$ cat src/fndc_regs.vh
`ifndef FNDC_REGS_VH
`define FNDC_REGS_VH

// Register address field, bits 1:0 of each 24-bit word
`define FNDC_ADDR_NDIV   2'h0
`define FNDC_ADDR_RDIV   2'h1
`define FNDC_ADDR_CTRL   2'h2
`define FNDC_ADDR_NOISE  2'h3

// N-divider word fields
`define FNDC_N_FAST_BIT  23
`define FNDC_N_INT_HI    22
`define FNDC_N_INT_LO    14
`define FNDC_N_NUM_HI    13
`define FNDC_N_NUM_LO    2

// R-divider word fields
`define FNDC_R_LOAD_BIT  23
`define FNDC_R_MON_HI    22
`define FNDC_R_MON_LO    20
`define FNDC_R_RDIV_HI   19
`define FNDC_R_RDIV_LO   16
`define FNDC_R_DEN_HI    13
`define FNDC_R_DEN_LO    2

// Control word fields
`define FNDC_C_CP_HI     10
`define FNDC_C_CP_LO     7
`define FNDC_C_DBL_BIT   11

// Noise and spur word fields, lowest-spur code
`define FNDC_S_MODE_HI   10
`define FNDC_S_MODE_LO   2
`define FNDC_S_LOWSPUR   9'h1C7

// Monitor select code for the fast-lock switch
`define FNDC_MON_FASTLOCK 3'h6

// Reset values
`define FNDC_RST_DEN     12'h002
`define FNDC_RST_RDIV    4'h1
`define FNDC_RST_INT     9'h01F

// Charge pump boost during wide bandwidth
`define FNDC_CP_BOOST_SH 4

// Dither LFSR repeat length exponent
`define FNDC_DITHER_BITS 21

`endif

$ cat src/fndc_ref_div.v
`timescale 1ns/100ps
`default_nettype none

// Comparator-rate enable from reference edges, doubler and divide factor
module fndc_ref_div (
    input  wire        core_clk,  // Core clock
    input  wire        resetn,    // Async reset, active low
    input  wire        ref_in,    // Reference input pin, asynchronous
    input  wire        doubler,   // Count both edges when set
    input  wire [3:0]  rdiv,      // Divide factor, 1 to 15
    output reg         cmp_tick   // One-cycle comparator-rate enable
);

    reg        sync1_r;
    reg        sync2_r;
    reg        prev_r;
    reg  [3:0] cnt_r;
    wire       rise;
    wire       fall;
    wire       edge_hit;

    // Two-stage synchroniser for the reference pin
    always @(posedge core_clk or negedge resetn) begin
        if (!resetn) begin
            sync1_r <= 1'b0;
            sync2_r <= 1'b0;
            prev_r  <= 1'b0;
        end else begin
            sync1_r <= ref_in;
            sync2_r <= sync1_r;
            prev_r  <= sync2_r;
        end
    end

    assign rise     = sync2_r & ~prev_r;
    assign fall     = ~sync2_r & prev_r;
    assign edge_hit = fall | (doubler & rise);

    // Divide active edges by the reference factor
    always @(posedge core_clk or negedge resetn) begin
        if (!resetn) begin
            cnt_r    <= 4'h0;
            cmp_tick <= 1'b0;
        end else begin
            cmp_tick <= 1'b0;
            if (edge_hit) begin
                if (cnt_r + 4'h1 >= ((rdiv == 4'h0) ? 4'h1 : rdiv)) begin
                    cnt_r    <= 4'h0;
                    cmp_tick <= 1'b1;
                end else begin
                    cnt_r <= cnt_r + 4'h1;
                end
            end
        end
    end

endmodule // fndc_ref_div

`default_nettype wire

$ cat src/fndc_core.v
// How it works
// - Divide ratio is whole value plus numerator over denominator each comparator cycle.
// - Comparator rate is reference times one-plus-doubler, divided by reference factor.
// - Denominator accepted from 2 to 4095 in a 12-bit field.
// - Third-order interpolator steps once per comparator cycle.
// - Without dither the sequence repeats per denominator factors of two and three.
// - With dither the repeat length is two to the twenty-first cycles.
// - Load-select bit 23 set stores bits 13:2 as fast-lock timer value.
// - Wide bandwidth lasts timer-value comparator cycles.
// - Monitor select 110 makes the monitor pin the fast-lock switch to ground.
// - N-divider write with bit 23 set starts fast lock.
// - Charge pump current is sixteen times programmed value in wide bandwidth.
// - New denominator takes effect only after the next N-divider write.
// - Lowest-spur setting enables dither; other settings disable it.
`timescale 1ns/100ps
`default_nettype none
`include "fndc_regs.vh"

module fndc_core (
    input  wire        core_clk,        // Core clock, 250 MHz
    input  wire        resetn,          // Async reset, active low
    input  wire        reference_input, // Reference pin, asynchronous
    input  wire        wr_stb,          // One-cycle strobe, latched word valid
    input  wire [23:0] wr_word,         // Latched 24-bit word, bits 1:0 address
    output wire        cmp_tick,        // Comparator-rate enable pulse
    output reg  [12:0] div_ratio,       // Per-cycle divide value to counters
    output reg  [8:0]  int_value,       // Active whole divide value
    output reg  [11:0] numerator_value, // Active numerator
    output reg  [11:0] denominator_value, // Active denominator
    output reg         dither_on,       // Dither enabled
    output reg  [3:0]  cp_setting,      // Programmed charge pump code
    output reg  [8:0]  cp_current,      // Effective pump current, code units
    output reg         wide_bw,         // Wide-bandwidth mode active
    output reg         monitor_output_pin_oe_n, // Low while pulling pin to ground
    output wire        monitor_output_pin_out   // Pin level when driven
);

    reg  [11:0] den_pend_r;
    reg  [11:0] timer_val_r;
    reg  [11:0] timer_cnt_r;
    reg  [2:0]  mon_sel_r;
    reg  [3:0]  rdiv_r;
    reg         dbl_r;
    reg  [11:0] acc1_r;
    reg  [11:0] acc2_r;
    reg  [11:0] acc3_r;
    reg  [1:0]  c2_d_r;
    reg         c3_d_r;
    reg         c3_dd_r;
    reg  [20:0] lfsr_r;
    reg         fl_start_r;

    wire [1:0]  waddr = wr_word[1:0];
    wire [11:0] wfield = wr_word[`FNDC_R_DEN_HI:`FNDC_R_DEN_LO];

    // Modulo add for one accumulator stage, returns carry in bit 12
    function [12:0] mod_add;
        input [11:0] a;
        input [11:0] b;
        input [11:0] m;
        reg   [12:0] s;
        begin
            s = {1'b0, a} + {1'b0, b};
            if (s >= {1'b0, m})
                mod_add = {1'b1, s[11:0] - m};
            else
                mod_add = {1'b0, s[11:0]};
        end
    endfunction

    fndc_ref_div u_ref_div (
        .core_clk (core_clk),
        .resetn   (resetn),
        .ref_in   (reference_input),
        .doubler  (dbl_r),
        .rdiv     (rdiv_r),
        .cmp_tick (cmp_tick)
    );

    assign monitor_output_pin_out = 1'b0;

    // Register word decode
    always @(posedge core_clk or negedge resetn) begin
        if (!resetn) begin
            den_pend_r        <= `FNDC_RST_DEN;
            denominator_value <= `FNDC_RST_DEN;
            timer_val_r       <= 12'h000;
            mon_sel_r         <= 3'h0;
            rdiv_r            <= `FNDC_RST_RDIV;
            dbl_r             <= 1'b0;
            cp_setting        <= 4'h0;
            dither_on         <= 1'b0;
            int_value         <= `FNDC_RST_INT;
            numerator_value   <= 12'h000;
            fl_start_r        <= 1'b0;
        end else begin
            if (cmp_tick)
                fl_start_r <= 1'b0;
            if (wr_stb) begin
                case (waddr)
                    `FNDC_ADDR_RDIV: begin
                        if (wr_word[`FNDC_R_LOAD_BIT]) begin
                            timer_val_r <= wfield;
                        end else begin
                            mon_sel_r  <= wr_word[`FNDC_R_MON_HI:`FNDC_R_MON_LO];
                            rdiv_r     <= wr_word[`FNDC_R_RDIV_HI:`FNDC_R_RDIV_LO];
                            // Values below 2 clamp to 2
                            den_pend_r <= (wfield < 12'h002) ? 12'h002 : wfield;
                        end
                    end
                    `FNDC_ADDR_CTRL: begin
                        cp_setting <= wr_word[`FNDC_C_CP_HI:`FNDC_C_CP_LO];
                        dbl_r      <= wr_word[`FNDC_C_DBL_BIT];
                    end
                    `FNDC_ADDR_NOISE: begin
                        dither_on <= (wr_word[`FNDC_S_MODE_HI:`FNDC_S_MODE_LO]
                                      == `FNDC_S_LOWSPUR);
                    end
                    default: begin
                        int_value         <= wr_word[`FNDC_N_INT_HI:`FNDC_N_INT_LO];
                        numerator_value   <= wr_word[`FNDC_N_NUM_HI:`FNDC_N_NUM_LO];
                        denominator_value <= den_pend_r;
                        if (wr_word[`FNDC_N_FAST_BIT])
                            fl_start_r <= 1'b1;
                    end
                endcase
            end
        end
    end

    // Fast-lock timer, counted in comparator cycles
    always @(posedge core_clk or negedge resetn) begin
        if (!resetn) begin
            timer_cnt_r <= 12'h000;
            wide_bw     <= 1'b0;
        end else if (cmp_tick) begin
            if (fl_start_r && timer_val_r != 12'h000) begin
                timer_cnt_r <= timer_val_r;
                wide_bw     <= 1'b1;
            end else if (timer_cnt_r > 12'h001) begin
                timer_cnt_r <= timer_cnt_r - 12'h001;
            end else begin
                timer_cnt_r <= 12'h000;
                wide_bw     <= 1'b0;
            end
        end
    end

    // Pump boost and monitor switch
    always @(posedge core_clk or negedge resetn) begin
        if (!resetn) begin
            cp_current              <= 9'h000;
            monitor_output_pin_oe_n <= 1'b1;
        end else begin
            cp_current <= wide_bw ? ({5'h00, cp_setting} << `FNDC_CP_BOOST_SH)
                                  : {5'h00, cp_setting};
            monitor_output_pin_oe_n <= ~(wide_bw &&
                                         mon_sel_r == `FNDC_MON_FASTLOCK);
        end
    end

    // Third-order cascaded accumulators with dither on the first input
    reg  [12:0] s1;
    reg  [12:0] s2;
    reg  [12:0] s3;
    reg  [11:0] numerator_value_in;
    reg  signed [4:0] corr;
    reg  [12:0] ratio_sum;
    always @* begin
        numerator_value_in = numerator_value;
        if (dither_on && lfsr_r[0] && numerator_value < denominator_value - 12'h001)
            numerator_value_in = numerator_value + 12'h001;
        s1 = mod_add(acc1_r, numerator_value_in, denominator_value);
        s2 = mod_add(acc2_r, s1[11:0], denominator_value);
        s3 = mod_add(acc3_r, s2[11:0], denominator_value);
        // MASH 1-1-1 noise shaping: c1 + (1-z^-1)c2 + (1-z^-1)^2 c3
        corr = $signed({4'h0, s1[12]}) + $signed({4'h0, s2[12]})
             - $signed({4'h0, c2_d_r[0]}) + $signed({4'h0, s3[12]})
             - $signed({3'h0, c3_d_r, 1'b0}) + $signed({4'h0, c3_dd_r});
        // Whole value plus sign-extended correction, kept at 13 bits
        ratio_sum = {4'h0, int_value} + {{8{corr[4]}}, corr};
    end

    // Interpolator state, one step per comparator cycle
    always @(posedge core_clk or negedge resetn) begin
        if (!resetn) begin
            acc1_r    <= 12'h000;
            acc2_r    <= 12'h000;
            acc3_r    <= 12'h000;
            c2_d_r    <= 2'h0;
            c3_d_r    <= 1'b0;
            c3_dd_r   <= 1'b0;
            lfsr_r    <= 21'h000001;
            div_ratio <= 13'h0000;
        end else if (cmp_tick) begin
            acc1_r  <= s1[11:0];
            acc2_r  <= s2[11:0];
            acc3_r  <= s3[11:0];
            c2_d_r  <= {1'b0, s2[12]};
            c3_d_r  <= s3[12];
            c3_dd_r <= c3_d_r;
            // 21-bit maximal LFSR, taps 21 and 19
            lfsr_r  <= {lfsr_r[19:0], lfsr_r[20] ^ lfsr_r[18]};
            div_ratio <= ratio_sum;
        end
    end

endmodule // fndc_core

`default_nettype wire

$ cat config.mk
export PLATFORM = sky130hd
export DESIGN_NAME = fndc_core
export DESIGN_NICKNAME = d
export VERILOG_FILES = /design/src/fndc_ref_div.v /design/src/fndc_core.v
export VERILOG_INCLUDE_DIRS = /design/src /design/src/src
export SDC_FILE = /design/constraint.sdc
export NUM_CORES = 1
export LEC_CHECK = 0
export BUFFER_PORTS_ARGS = -buffer_cell sky130_fd_sc_hd__buf_2
export CAP_MARGIN = 25
export CORE_ASPECT_RATIO = 1.5
export CORE_MARGIN = 2
export CORE_UTILIZATION = 30
export CTS_CLUSTER_SIZE = 16
export DETAILED_ROUTE_END_ITERATION = 10
export GPL_TIMING_DRIVEN = 0
export REMOVE_ABC_BUFFERS = 1
export SLEW_MARGIN = 20
export SYNTH_ARGS = -nofsm -noshare
export SYNTH_HDL_FRONTEND = slang
export SYNTH_SLANG_ARGS = --single-unit
$ cat constraint.sdc
create_clock -name core_clk -period 42.3 [get_ports core_clk]
set_input_delay 4.23 -clock core_clk [delete_from_list [all_inputs] [get_ports core_clk]]
set_output_delay 4.23 -clock core_clk [all_outputs]
set_load 0.02 [all_outputs]
==> summary.md, run 1 <==
| Metric | Value |
|---|---|
| CP Class | reg2reg |
| Routed WL per cell | 17.1 um |
| Commonest non-fill, non-tap cell in the layout | dfrtp_1 |
| Layout filler cell count | 4076 |
| Area Growth Syn to Fin | 13.2% |
| # IOs | 92 |
| Adder-cell area share of the yosys netlist | 13.8% |
| Pins over their slew limit | 0 |
| CP delay by family, top | compound AO/OA/AOI/OAI gates |
| Cts hold-fix bufs | 0 |
| Main combinational cell family by area after synthesis | compound AO/OA/AOI/OAI gates |
| Post-Synth Simple-Gate Area | 14.7% |
| Outcome | completed |
| # DRC | 0 |
| Num CTS Buffers | 17 |
| Post-Syn Instances | 1289 |
| Arrival @ worst endpoint | 17210 ps |
| Clock transition at path regs | 70 ps |
| Required @ worst endpoint | 42610 ps |
| Average size of a mapped cell | 9.47 um^2 |
| CP max stage delay | 600 ps |
| Count of cell types in the netlist | 88 |
| FF+latch count, synth | 172 |
| N_diodes | 0 |
| Main synth FF type | dfrtp_1 |
| Die H | 251 um |
| Max-cap violation count | 0 |
| First-pass GRT wire length | 52200 um |
| Synth Cell Area | 12200 um^2 |
| Slew @ Worst Pin | 789 ps |
| Die area | 42400 um^2 |
| Vias per std cell | 5.31 |
| Clk_lat worst skew | 450 ps |
| Number of global-route vias before repair | 9966 |
| Post-route ant nets | 0 |
| Clock Tree Root | clkbuf_16 |
| Post-cts sizing count | 0 |
| Hold violation count in the final report | 0 |
| DP Wirelength | 25000 um |
| Crit path buffers/inverters | 7 |
| Worst slew margin | 47.2% |
| Cell mode on critical path | ha_1 |
| Post-synthesis xor/xnor area fraction | 4.81% |
| CTS tree | done |
| Bufs on Longest Clock Path | 2 |
| Fin nets | 1521 |
| Grt total ovfl | 0 |
| Startpoint types | register |
| Mux cell area share after synthesis | 8.95% |
| H-tree Lvls | 4 |
| Effective utilization at floorplan | 30.4% |
| Largest net degree at the start of global routing | 78 |
| Initial antenna violation count | 0 |
| Post-synthesis sequential area ratio | 35.4% |
| Achievable Freq | 0.0592 GHz |
| Fraction of layout cells with a size suffix above 1 | 18.8% |
| R2R setup slack | 25400 ps |
| Crit path capture type | register |
| Clock sink total | 172 |
| Final Hold Slack | 365 ps |
| Post-route cell area | 13800 um^2 |
| HP Class | reg2reg |
| DP Area | 13300 um^2 |
| Final WS setup | 25400 ps |
| Row count | 90 |
| Asr flop ratio synth | 100% |
| Vias | 9987 |
| Setup-failing EPs final | 0 |
| Ys Warns | 0 |
| DR iter-0 viols | 478 |
| Core Footprint | 40200 um^2 |
| Slowest-stage cell, CP | a2111oi_2 |
| Final period util | 40.0% |
| DIE WIDTH | 169 um |
| # port buffers | 89 |
| Worst Skew | 9.57 ps |
| Post-synth EDFFs | 0 |
| Setup WS pre-CTS | 25540 ps |
| All-Layer GR Usage | 15.5% |
| Compound-cell area share of the yosys netlist | 17.9% |
| Final min period | 16900 ps |
| Unrepaired setup endpoints after global routing | false |
| Most frequent cells in the layout | dfrtp_1 (161), ha_1 (119), nand2_1 (101) |
| Worst Path Max Fanout | 12 |
| Global placement routability congestion | 0.881 |
| Post-Route Setup TNS | 0 ps |
| Pre-antenna DRT Iters | 7 |
| WL final | 32200 um |
| Post-CTS Setup Inserts | 0 |
[cell type report]
| class | count | area [um^2] | area share, % |
|---|---|---|---|
| clock buffer | 20 | 437 | 3.16 |
| tap | 506 | 633 | 4.58 |
| sequential | 172 | 4320 | 31.3 |
| clock inverter | 11 | 111 | 0.806 |
| inverter | 89 | 334 | 2.42 |
| multi-input combinational | 985 | 7390 | 53.5 |
| timing repair buffer | 99 | 596 | 4.31 |
[routing by layer]
layer,GRT usage [%],vias up,wire (um)
met5,0,-,0
met4,7.17,0,1260
met3,1.97,52,764
met2,28.9,172,17000
met1,17.3,4915,13200
li1,-,4848,-
[logic make-up (layout without fill, tap and decap cells)]
kind of cell,after synthesis,count (layout)
simple gates,363,363
compound gates,328,328
flops,172,172
buf+inv,133,219
fa+ha+maj,129,129
mux,96,96
xor+xnor,67,67
other cells,1,2
[Yosys cell counts (8+ instances only)]
cell	instances	share of area [%]
a21o_1	27	1.7
a21oi_1	67	2.7
a31oi_1	20	1.0
and2_1	8	0.41
and3_1	11	0.56
clkbuf_1	32	0.98
dfrtp_1	162	33
dfstp_2	10	2.2
fa_1	10	1.6
ha_1	119	12
inv_1	88	2.7
mux2_2	83	7.7
nand2_1	101	3.1
nand2b_1	10	0.51
nand3_1	46	1.9
nand4_1	17	0.87
nor2_1	77	2.4
nor2b_1	14	0.72
nor3_1	22	0.90
nor4_1	18	0.92
o211ai_1	9	0.55
o21a_1	16	0.98
o21ai_0	74	3.0
o21ai_1	15	0.61
o31ai_1	10	0.61
or3_1	8	0.41
xnor2_1	49	3.5
xor2_1	18	1.3
[registers in the layout, summed over array words and instances (netlist names), 3 cells and up]
register           cells
lfsr_r                21
acc1_r                12
acc2_r                12
acc3_r                12
den_pend_r            12
denominator_value     12
numerator_value       12
timer_cnt_r           12
timer_val_r           12
div_ratio             11
int_value              9
cp_current             8
cp_setting             4
rdiv_r                 4
u_ref_div.cnt_r        4
mon_sel_r              3
[stage by stage]
stage	util [%]	cells
2_1_floorplan	-	1246
4_1_cts	34.4	1882
3_5_place_dp	33.0	1851
5_1_grt	34.4	1882
6_report	34.4	1882
3_3_place_gp	32.6	1841
[worst paths after layout]
check                                     start              endpoint  cells after the start
min reg2reg                   u_ref_div.sync1_r     u_ref_div.sync2_r                      0
max in group asynchronous                resetn  denominator_value[1]                      3
max                        denominator_value[2]          div_ratio[8]                     67
max reg2reg                denominator_value[2]          div_ratio[8]                     67
min in group asynchronous                resetn          div_ratio[5]                      1
min                           u_ref_div.sync1_r     u_ref_div.sync2_r                      0
Power of run 1 is left out: the tool's default activity adds up to more than one toggle a clock period on the data nets, which glitch-free logic cannot reach.
==> inputs of run 2 (changes only) <==
- clock period: 42.3 -> 15.4 ns (I/O delays scaled with it)
==> run 2 against run 1 <==
Critical path depth decreased by 1. Via count up 1.1%. Register-to-register slack got worse by 25000 ps. Worst hold slack barely moved. Flip-flop and latch count unchanged. Final cell count grew 1.2%. Non-clock buffer count increased by 23.
==> summary.md, run 2 (same netlist as run 1, synthesis figures left out) <==
| Metric | Value |
|---|---|
| Effective utilization at floorplan | 30.4% |
| Largest net degree at the start of global routing | 78 |
| Post-route ant nets | 0 |
| # DRC | 0 |
| Crit path capture type | register |
| M3 GR Usage | 1.90% |
| Row count | 90 |
| HP Class | reg2reg |
| H-tree Lvls | 4 |
| Worst Path Max Fanout | 9 |
| M1 GR Usage | 17.3% |
| Global placement routability congestion | 0.881 |
| Final WS setup | 813 ps |
| Setup-failing EPs final | 0 |
| Initial antenna violation count | 0 |
| Gr busiest metal | met2 |
| Largest register FFs | 21 |
| Vias per std cell | 5.30 |
| Die H | 251 um |
| Fraction of layout cells with a size suffix above 1 | 22.7% |
| # port buffers | 89 |
| Required @ worst endpoint | 15760 ps |
| Pre-antenna DRT Iters | 5 |
| Pins over their slew limit | 0 |
| Clk_lat worst skew | 450 ps |
| DP Wirelength | 25000 um |
| Slowest-stage cell, CP | o41a_1 |
| Most frequent cells in the layout | dfrtp_1 (158), ha_1 (114), nand2_1 (98) |
| Clock transition at path regs | 70 ps |
| Most flops, register | lfsr_r |
| Core Footprint | 40200 um^2 |
| Worst slew margin | 46.6% |
| Clock Tree Root | clkbuf_16 |
| Final period util | 94.7% |
| Final Hold Slack | 365 ps |
| Cts hold-fix bufs | 0 |
| Routed WL per cell | 17.2 um |
| Fin nets | 1544 |
| Die area | 42400 um^2 |
| Routing usage on met2 | 29.3% |
| Number of global-route vias before repair | 10000 |
| Final min period | 14590 ps |
| CP Class | reg2reg |
| Startpoint types | register |
| Achievable Freq | 0.0686 GHz |
| Vias | 10100 |
| Setup WS pre-CTS | -1360 ps |
| Worst Skew | 9.27 ps |
| Outcome | completed |
| Final Non-Filler Cells | 1905 |
| CTS tree | done |
| Clock sink total | 172 |
| Bufs on Longest Clock Path | 2 |
| Layout filler cell count | 4044 |
| Arrival @ worst endpoint | 14950 ps |
| First-pass GRT wire length | 52600 um |
| # IOs | 92 |
| DR iter-0 viols | 476 |
| Cell mode on critical path | ha_1 |
| All-Layer GR Usage | 15.7% |
| DIE WIDTH | 169 um |
| Max-cap violation count | 0 |
| Area Growth Syn to Fin | 16.9% |
| Grt total ovfl | 0 |
| CP max stage delay | 530 ps |
| WL final | 32700 um |
| Hold violation count in the final report | 0 |
| N_diodes | 0 |
| Slew @ Worst Pin | 798 ps |
| Num CTS Buffers | 17 |
| Commonest non-fill, non-tap cell in the layout | dfrtp_1 |
| DP Cell Count | 1851 |
run 2: cell count changes in the layout (fill, tap and decap cells not counted), moves of 4 or more:
cell | previous run | this run
ha_1 | 119 | 114
o21ai_0 | 74 | 70
a21oi_2 | 0 | 6
buf_4 | 2 | 25
a21oi_1 | 67 | 61
run 2: final cells by class:
class,instances,area [um^2],share of cell area (%)
tap,506,633,4.43
inverter,89,338,2.37
sequential,172,4320,30.3
timing repair buffer,122,774,5.43
clock buffer,20,437,3.06
clock inverter,11,111,0.780
multi-input combinational,985,7660,53.6
run 2: final timing paths:
kind,startpoint,slack (ps),endpoint,cells past startpoint
worst max-delay path,denominator_value[3],810,div_ratio[8],66
worst min-delay path,u_ref_div.sync1_r,370,u_ref_div.sync2_r,0
worst max register to register,denominator_value[3],810,div_ratio[8],66
worst min register to register,u_ref_div.sync1_r,370,u_ref_div.sync2_r,0
max in group asynchronous,resetn,13400,denominator_value[1],3
min in group asynchronous,resetn,950,div_ratio[5],1
run 2: layer usage:
layer  vias to the layer above  wire (um)
li1                       4892          -
met1                      4990      13300
met2                       172      17400
met3                        47        753
met4                         0       1260
met5                         -          0
run 2: critical path, delay by kind of cell (launching register included):
kind	cells	cell delay (ps)
AO/OA/AOI/OAI	28	6140
buffers and inverters	6	580
AND/OR/NAND/NOR	16	2960
XOR/XNOR	2	320
flip-flops	1	430
adder cells (fa/ha/maj)	12	3550
multiplexers	2	440
run 2: repair_timing:
action / 4_1_cts / 5_1_grt
pin swaps: 6 / 17
setup buffers: 7 / 16
gates resized for setup: 23 / 34
setup endpoints to repair: 11 / 10
run 2: metrics by stage:
step                TNS, ps  util [%]  area [um^2]
CTS                       0      34.8        14000
floorplan                 0         -        12000
finish                    0      35.5        14300
global route          -52.8      35.5        14300
detailed placement    -9940      33.0        13300
global placement     -13760      32.6        13100
Power of run 2 is left out for the same reason.
